==> src/sos_regs.svh <==
// Constants for servo enable, direction and overtravel handling.
`ifndef SOS_REGS_SVH
`define SOS_REGS_SVH
`define SOS_AXES 2
`define SOS_TERM_NUM 8
`define SOS_MAP_W 4
`define SOS_MAP_ALWAYS 4'h9
`define SOS_MAP_FIRST 4'h1
`define SOS_MAP_A_RST 4'h1
`define SOS_MAP_B_RST 4'h5
`define SOS_ERR_W 16
`define SOS_SYNC_W 15
`define SOS_SB_TERM 0
`define SOS_SB_FWD 8
`define SOS_SB_REV 10
`define SOS_SB_CLR 12
`define SOS_SB_ARST 14
`define SOS_QUAD_RST 2'h0
`define SOS_SYNC_RST 15'h7fff
`define SOS_ERR_RST 16'h0000
`endif

==> src/sos_pkg.sv <==
// Types shared by the servo enable and overtravel modules.
`include "sos_regs.svh"
package sos_pkg;
   typedef logic [`SOS_SYNC_W-1:0] sos_pins_type;
   typedef struct packed
   {
      sos_pins_type s1;
      sos_pins_type s2;
      sos_pins_type s3;
      sos_pins_type filt;
   } sos_sync_state_type;
   typedef struct packed
   {
      logic [`SOS_MAP_W-1:0] map;
      logic servo_on;
      logic step;
      logic counterclockwise;
      logic [1:0] quad;
      logic ot_stop;
      logic clamp;
      logic alarm;
      logic [`SOS_ERR_W-1:0] err;
   } sos_axis_type;
   typedef struct packed
   {
      logic loaded;
      sos_axis_type [`SOS_AXES-1:0] ax;
   } sos_state_type;
endpackage

==> src/sos_pin_if.sv <==
// Carrier for raw pin levels and their synchronised, filtered copies.
`timescale 1ns/1ns
`include "sos_regs.svh"
interface sos_pin_if;
   sos_pkg::sos_pins_type raw;
   sos_pkg::sos_pins_type filt;
   modport src
   (
      output raw,
      input filt
   );
   modport syn
   (
      input raw,
      output filt
   );
endinterface

==> src/sos_top.sv <==
// Servo enable selection, rotation direction and overtravel gating.
// Overview of operation
// - Enable low energizes motor, servo on.
// - Enable high keeps motor de-energized.
// - Axis A enable defaults to terminal one.
// - Axis B enable defaults to terminal five.
// - Mapping value nine forces enable asserted.
// - Mapping changes apply only after reset.
// - Forced enable ignores alarm reset requests.
// - Standard direction: counterclockwise is forward.
// - Direction bit one reverses motor rotation.
// - Encoder output polarity ignores direction setting.
// - Positive limit ignores direction setting sense.
// - Positive limit high blocks positive motion.
// - Negative limit high blocks negative motion.
// - Overtravel stops motor, opposite motion allowed.
// - Overtravel keeps position error until cleared.
// - Clamp setting holds zero clamp while in overtravel.
`timescale 1ns/1ns
`include "sos_regs.svh"
module sos_top
(
   // Clock and reset.
   input wire logic core_clk,
   input wire logic rst_b,
   // Input terminals, active low; bit 0 is terminal one.
   input wire logic [`SOS_TERM_NUM-1:0] input_terminal,
   // Limit switch pins per axis, low means motion allowed.
   input wire logic [`SOS_AXES-1:0] fwd_limit_ok_b,
   input wire logic [`SOS_AXES-1:0] rev_limit_ok_b,
   // Controller pins: error clear per axis and alarm reset, active high.
   input wire logic [`SOS_AXES-1:0] position_error_clear,
   input wire logic alarm_reset_req,
   // Settings.
   input wire logic [`SOS_MAP_W-1:0] map_digit_a,
   input wire logic [`SOS_MAP_W-1:0] map_digit_b,
   input wire logic [`SOS_AXES-1:0] dir_reverse,
   input wire logic [`SOS_AXES-1:0] ot_zero_clamp_en,
   // Motion commands and alarm events from the control core.
   input wire logic [`SOS_AXES-1:0] cmd_step,
   input wire logic [`SOS_AXES-1:0] cmd_positive,
   input wire logic [`SOS_AXES-1:0] alarm_event,
   // Drive outputs.
   output logic [`SOS_AXES-1:0] servo_on,
   output logic [`SOS_AXES-1:0] motor_step,
   output logic [`SOS_AXES-1:0] motor_ccw,
   output logic [`SOS_AXES-1:0] overtravel_stop,
   output logic [`SOS_AXES-1:0] zero_clamp,
   output logic [`SOS_AXES-1:0] alarm_active,
   // Encoder pulse outputs.
   output logic [`SOS_AXES-1:0] encoder_out_a,
   output logic [`SOS_AXES-1:0] encoder_out_b,
   // Accumulated position error per axis.
   output logic [`SOS_AXES-1:0][`SOS_ERR_W-1:0] pos_error
);
   sos_pkg::sos_state_type state_r;
   sos_pkg::sos_state_type state_nxt;
   sos_pin_if pins ();

   assign pins.raw = {alarm_reset_req, position_error_clear,
      rev_limit_ok_b, fwd_limit_ok_b, input_terminal};

   sos_sync u_sync
   (
      .core_clk(core_clk),
      .rst_b(rst_b),
      .pins(pins.syn)
   );

   // Resolve one axis enable from its latched mapping digit.
   function automatic logic enable_of
   (
      input logic [`SOS_MAP_W-1:0] map,
      input logic [`SOS_TERM_NUM-1:0] terms
   );
      logic [`SOS_MAP_W-1:0] idx;
      idx = map - `SOS_MAP_FIRST;
      enable_of = 1'b0;
      if (map == `SOS_MAP_ALWAYS)
      begin
         enable_of = 1'b1;
      end
      else if (map >= `SOS_MAP_FIRST && map <= `SOS_TERM_NUM)
      begin
         enable_of = !terms[idx[2:0]];
      end
   endfunction

   // Quadrature sequence; forward order makes phase A lead phase B.
   function automatic logic [1:0] quad_next
   (
      input logic [1:0] q,
      input logic fwd
   );
      logic [1:0] r;
      r = q;
      unique case ({fwd, q})
         3'h4: r = 2'h2;
         3'h6: r = 2'h3;
         3'h7: r = 2'h1;
         3'h5: r = 2'h0;
         3'h0: r = 2'h1;
         3'h1: r = 2'h3;
         3'h3: r = 2'h2;
         3'h2: r = 2'h0;
      endcase
      quad_next = r;
   endfunction

   always_comb
   begin
      logic [`SOS_TERM_NUM-1:0] terms;
      logic pos_ot;
      logic neg_ot;
      logic blocked;
      logic clr;
      logic arst;
      terms = pins.filt[`SOS_SB_TERM +: `SOS_TERM_NUM];
      pos_ot = 1'b0;
      neg_ot = 1'b0;
      blocked = 1'b0;
      clr = 1'b0;
      arst = pins.filt[`SOS_SB_ARST];
      state_nxt = state_r;
      if (!state_r.loaded)
      begin
         state_nxt.loaded = 1'b1;
         state_nxt.ax[0].map = map_digit_a;
         state_nxt.ax[1].map = map_digit_b;
      end
      for (int i = 0; i < `SOS_AXES; i++)
      begin
         pos_ot = pins.filt[`SOS_SB_FWD + i];
         neg_ot = pins.filt[`SOS_SB_REV + i];
         clr = pins.filt[`SOS_SB_CLR + i];
         state_nxt.ax[i].servo_on = state_r.loaded &&
            enable_of(state_r.ax[i].map, terms);
         blocked = cmd_positive[i] ? pos_ot : neg_ot;
         state_nxt.ax[i].ot_stop = state_r.ax[i].servo_on &&
            (pos_ot || neg_ot);
         state_nxt.ax[i].clamp = state_r.ax[i].servo_on &&
            (pos_ot || neg_ot) && ot_zero_clamp_en[i];
         state_nxt.ax[i].step = 1'b0;
         if (state_r.ax[i].servo_on && cmd_step[i] && !blocked)
         begin
            state_nxt.ax[i].step = 1'b1;
            state_nxt.ax[i].counterclockwise = cmd_positive[i] ^ dir_reverse[i];
            state_nxt.ax[i].quad = quad_next(state_r.ax[i].quad,
               cmd_positive[i]);
         end
         if (clr)
         begin
            state_nxt.ax[i].err = `SOS_ERR_RST;
         end
         else if (state_r.ax[i].servo_on && cmd_step[i] && blocked)
         begin
            state_nxt.ax[i].err = cmd_positive[i] ?
               state_r.ax[i].err + 16'h0001 :
               state_r.ax[i].err - 16'h0001;
         end
         if (alarm_event[i])
         begin
            state_nxt.ax[i].alarm = 1'b1;
         end
         else if (arst && state_r.ax[i].map != `SOS_MAP_ALWAYS)
         begin
            state_nxt.ax[i].alarm = 1'b0;
         end
      end
   end

   always_ff @(posedge core_clk or negedge rst_b)
   begin
      if (!rst_b)
      begin
         state_r <= '0;
         state_r.ax[0].map <= `SOS_MAP_A_RST;
         state_r.ax[1].map <= `SOS_MAP_B_RST;
      end
      else
      begin
         state_r <= state_nxt;
      end
   end

   always_comb
   begin
      for (int i = 0; i < `SOS_AXES; i++)
      begin
         servo_on[i] = state_r.ax[i].servo_on;
         motor_step[i] = state_r.ax[i].step;
         motor_ccw[i] = state_r.ax[i].counterclockwise;
         overtravel_stop[i] = state_r.ax[i].ot_stop;
         zero_clamp[i] = state_r.ax[i].clamp;
         alarm_active[i] = state_r.ax[i].alarm;
         encoder_out_a[i] = state_r.ax[i].quad[1];
         encoder_out_b[i] = state_r.ax[i].quad[0];
         pos_error[i] = state_r.ax[i].err;
      end
   end
endmodule

==> src/sos_sync.sv <==
// Three-stage pin synchroniser with a two-stage agreement filter.
`timescale 1ns/1ns
`include "sos_regs.svh"
module sos_sync
(
   // Clock and reset.
   input wire logic core_clk,
   input wire logic rst_b,
   // Pins in, filtered levels out.
   sos_pin_if.syn pins
);
   sos_pkg::sos_sync_state_type state_r;
   sos_pkg::sos_sync_state_type state_nxt;

   // Only the second and third stages feed the filter, never the first.
   always_comb
   begin
      state_nxt = state_r;
      state_nxt.s1 = pins.raw;
      state_nxt.s2 = state_r.s1;
      state_nxt.s3 = state_r.s2;
      for (int i = 0; i < `SOS_SYNC_W; i++)
      begin
         if (state_r.s2[i] == state_r.s3[i])
         begin
            state_nxt.filt[i] = state_r.s3[i];
         end
      end
   end

   // Reset to the released level of every active-low pin.
   always_ff @(posedge core_clk or negedge rst_b)
   begin
      if (!rst_b)
      begin
         state_r <= {4{`SOS_SYNC_RST & ~(15'h1 << `SOS_SB_ARST) &
            ~(15'h3 << `SOS_SB_CLR)}};
      end
      else
      begin
         state_r <= state_nxt;
      end
   end

   assign pins.filt = state_r.filt;
endmodule

==> config.mk <==
export PLATFORM = sky130hd
export DESIGN_NAME = sos_top
export DESIGN_NICKNAME = d
export VERILOG_FILES = /design/src/sos_pkg.sv /design/src/sos_pin_if.sv /design/src/sos_top.sv /design/src/sos_sync.sv
export VERILOG_INCLUDE_DIRS = /design/src
export SDC_FILE = /design/constraint.sdc
export NUM_CORES = 1
export LEC_CHECK = 0
export ABC_AREA = 1
export ABC_CLOCK_PERIOD_IN_PS = 4100
export CORE_AREA = 2 2 154 156
export CTS_BUF_LIST = sky130_fd_sc_hd__clkbuf_8
export CTS_CLUSTER_SIZE = 8
export DETAILED_ROUTE_END_ITERATION = 16
export DIE_AREA = 0 0 156 158
export DONT_BUFFER_PORTS = 1
export GPL_TIMING_DRIVEN = 0
export PLACE_DENSITY = 0.48
export SYNTH_ARGS = -nofsm -noshare
export SYNTH_HDL_FRONTEND = slang
export SYNTH_SLANG_ARGS = --single-unit
==> constraint.sdc <==
create_clock -name core_clk -period 4.1 [get_ports core_clk]
set_input_delay 0.41 -clock core_clk [delete_from_list [all_inputs] [get_ports core_clk]]
set_output_delay 0.41 -clock core_clk [all_outputs]
set_load 0.1 [all_outputs]
==> results.sh <==
export IMPL_wl_per_cell_um=12.4
export IMPL_ir_drop_uv=243
export IMPL_drc_errors=0
export IMPL_cts_root_buf="clkbuf_8"
export IMPL_finalCritPeriodShare_pct=43.9
export IMPL_syn_avg_cell_area_sq_um=8.48
export IMPL_max_freq_mhz=556
export IMPL_yosysUniqueCellTypes=39
export IMPL_drv_cap=0
export IMPL_start_kind="register"
export IMPL_worstPathMaxFanout=7
export IMPL_viasPerCell=4.17
export IMPL_hold_path_cell_count=1
export IMPL_cts_num_sinks=117
export IMPL_synth_area_leaders="dfrtp_1 (26%), dfstp_2 (21%), nand2_1 (14%)"
export IMPL_finalNonFillerCells=1088
export IMPL_cts_made_buffers=17
export IMPL_post_dp_cell_area_sq_um=6720
export IMPL_start_util_pct=27.6
export IMPL_dp_cells=1039
export IMPL_layout_common_cells="nand2_1 (237), inv_1 (91), dfrtp_1 (66)"
export IMPL_first_pass_iters=5
export IMPL_grt_pass1_wl_um=22000
export IMPL_hpwl_um=9520
export IMPL_syn_inst=749
export IMPL_min_from="alarm_event[1]"
export IMPL_antenna_cells=0
export IMPL_whs_endpoint="alarm_active[1]"
export IMPL_ys_ff_latch=117
export IMPL_track_usage_pct=11.5
export IMPL_antenna_found_initial=0
export IMPL_ant_nets=0
export IMPL_cp_arrival_ns=2.10
export IMPL_num_io_pins=83
export IMPL_die_area_sq_um=24600
export IMPL_first_global_vias=4339
export IMPL_reg2reg_depth=8
export IMPL_fp_coreArea_sq_um=23100
export IMPL_r2r_setup_slack_ns=2.30
export IMPL_syn_area_sq_um=6350
export IMPL_end_kind="register"
export IMPL_grt_max_degree=118
export IMPL_rows=56
export IMPL_synth_nets=818
export IMPL_fin_nets=854
export IMPL_die_width_um=156
export IMPL_finalInstanceArea_sq_um=7310
export IMPL_p_per_area_nw_per_um2=454
export IMPL_synth_top_area_cell="dfrtp_1"
export IMPL_synth_warning_count=0
export IMPL_setup_viol=0
export IMPL_die_h_um=158
export IMPL_hp_class="input port to register"
export IMPL_cp_required_ns=4.40
export IMPL_slew_headroom_pct=60.7
export IMPL_wl_um=13500
export IMPL_path_clk_slew_ns=0.08
export IMPL_rsz0062_at_grt="false"
export IMPL_setup_tns_final_ns=0
export IMPL_crit_start="state_r[52]"
export IMPL_power_total_mw=3.32
export IMPL_cts_buffer_depth=2
export IMPL_vias=4541
export IMPL_final_common_cell="nand2_1"
export IMPL_async_reset_ff_share_pct=100
export IMPL_area_growth_pct=15.0
export IMPL_cts_tree="done"
export IMPL_worstMarginPinSlew_ns=0.589
export IMPL_drive_gt1_share_pct=20.4
export IMPL_drt_iter0_drc=202
export IMPL_p_leak_nw=3.80
export IMPL_finalHoldViolCount=0
export IMPL_grt_overflow_total=0
export IMPL_r2r_end="servo_on[1]"
export IMPL_htree_levels=4
export IMPL_finalWeightedCongestion=0.805
export IMPL_critPathKind="register to register"
export IMPL_synth_edff_count=0
export IMPL_finalCriticalPeriod_ns=1.80
export IMPL_ys_seq_area_share_pct=47.1
export IMPL_rr_startpoint="state_r[52]"
export IMPL_port_buffers=0
export IMPL_synthFlopType="dfrtp_1"
export IMPL_fin_skew_ns=0.0113
export IMPL_synth_top_area_share_pct=26.0
export IMPL_slew_violations=0
export IMPL_worstSkewPairLatency_ns=0.43
export IMPL_outcome="completed"
[stage by stage]
| stage | worst slack (ns) | hold WS [ns] | utilization [%] |
|---|---|---|---|
| after floorplan | 2.31 | 0.114 | - |
| after global placement | 2.03 | 0.122 | 29.1 |
| after detailed placement | 2.02 | 0.122 | 29.1 |
| after CTS | 2.31 | 0.0290 | 31.7 |
| after global routing | 2.14 | 0.0242 | 31.7 |
| final | 2.30 | 0.0681 | 31.7 |
[sequential cells by signal (all words and copies together) (netlist names)]
name and cells:
zero_clamp 2, alarm_active 2, u_sync.pins.filt 15, u_sync.state_nxt 30
servo_on 2, motor_step 2, encoder_out_b 2, pos_error 32
state_r 9, overtravel_stop 2, u_sync.state_r 15, encoder_out_a 2
motor_ccw 2
[where the power goes]
| part | leakage (nW) | internal, mW | total, mW | switching (mW) |
|---|---|---|---|---|
| registers | 1.40 | 1.28 | 1.35 | 0.0767 |
| clock network | 0.201 | 0.556 | 1.11 | 0.551 |
| logic | 2.20 | 0.212 | 0.857 | 0.645 |
| total | 3.80 | 2.04 | 3.32 | 1.27 |
[cell type report]
class | instances | area [sq um]
fillers | 2434 | 15700
inverters | 97 | 369
plain buffers | 55 | 428
flip-flops and latches | 117 | 2990
clock inverters | 15 | 169
well taps | 290 | 363
multi-input cells | 480 | 2560
repair buffers | 17 | 188
clock buffers | 17 | 234
[synthesized netlist by cell type, types with 5 or more instances]
cell type	n
inv_1	91
o21ai_1	9
o21ai_0	28
nor3_1	6
buf_4	49
maj3_1	15
a21oi_1	28
nor2_1	31
ha_1	32
nand2_1	237
dfrtp_1	66
buf_6	5
nand3_1	44
dfstp_2	51
[logic make-up (layout without fill, tap and decap cells)]
kind of cell	count (synthesis)	in the layout	synth area share (%)
buf+inv	152	201	12.5
xor+xnor	8	8	1.10
compound gates	74	74	6.28
fa+ha+maj	49	49	9.29
mux	2	2	0.354
simple gates	346	346	23.3
other cells	1	1	0.0590
flops	117	117	47.1
[critical path, stage by stage, from the launching register on]
cell     delay (ns)
dfstp_2        0.61
inv_1          0.12
ha_1           0.37
a21oi_1        0.13
o21ai_0        0.10
o21ai_0        0.10
nand2_1        0.08
nand3_1        0.09
a21oi_1        0.07
[worst max-delay path by stage]
stage	endpoint	slack, ns	depth (start not counted)
final	servo_on[1]	2.30	8
after global routing	servo_on[1]	2.14	8
after CTS	servo_on[1]	2.31	8
after detailed placement	pos_error[13]	2.02	10
after global placement	pos_error[13]	2.03	10
after floorplan	pos_error[13]	2.31	10
[routing by layer]
metal  routed length [um]  global-route usage (%)
met5                    0                       0
met4                  138                    3.54
met3                  551                    3.26
met2                 6180                    18.7
met1                 6640                    14.9
[timing repair]
action / 4_1_cts / 5_1_grt
hold endpoints to repair: 132 / 0
setup buffers: 0 / 0
resized for setup: 0 / 0
hold buffers: 17 / 0
Note: power is estimated with default switching activity, not from simulation.
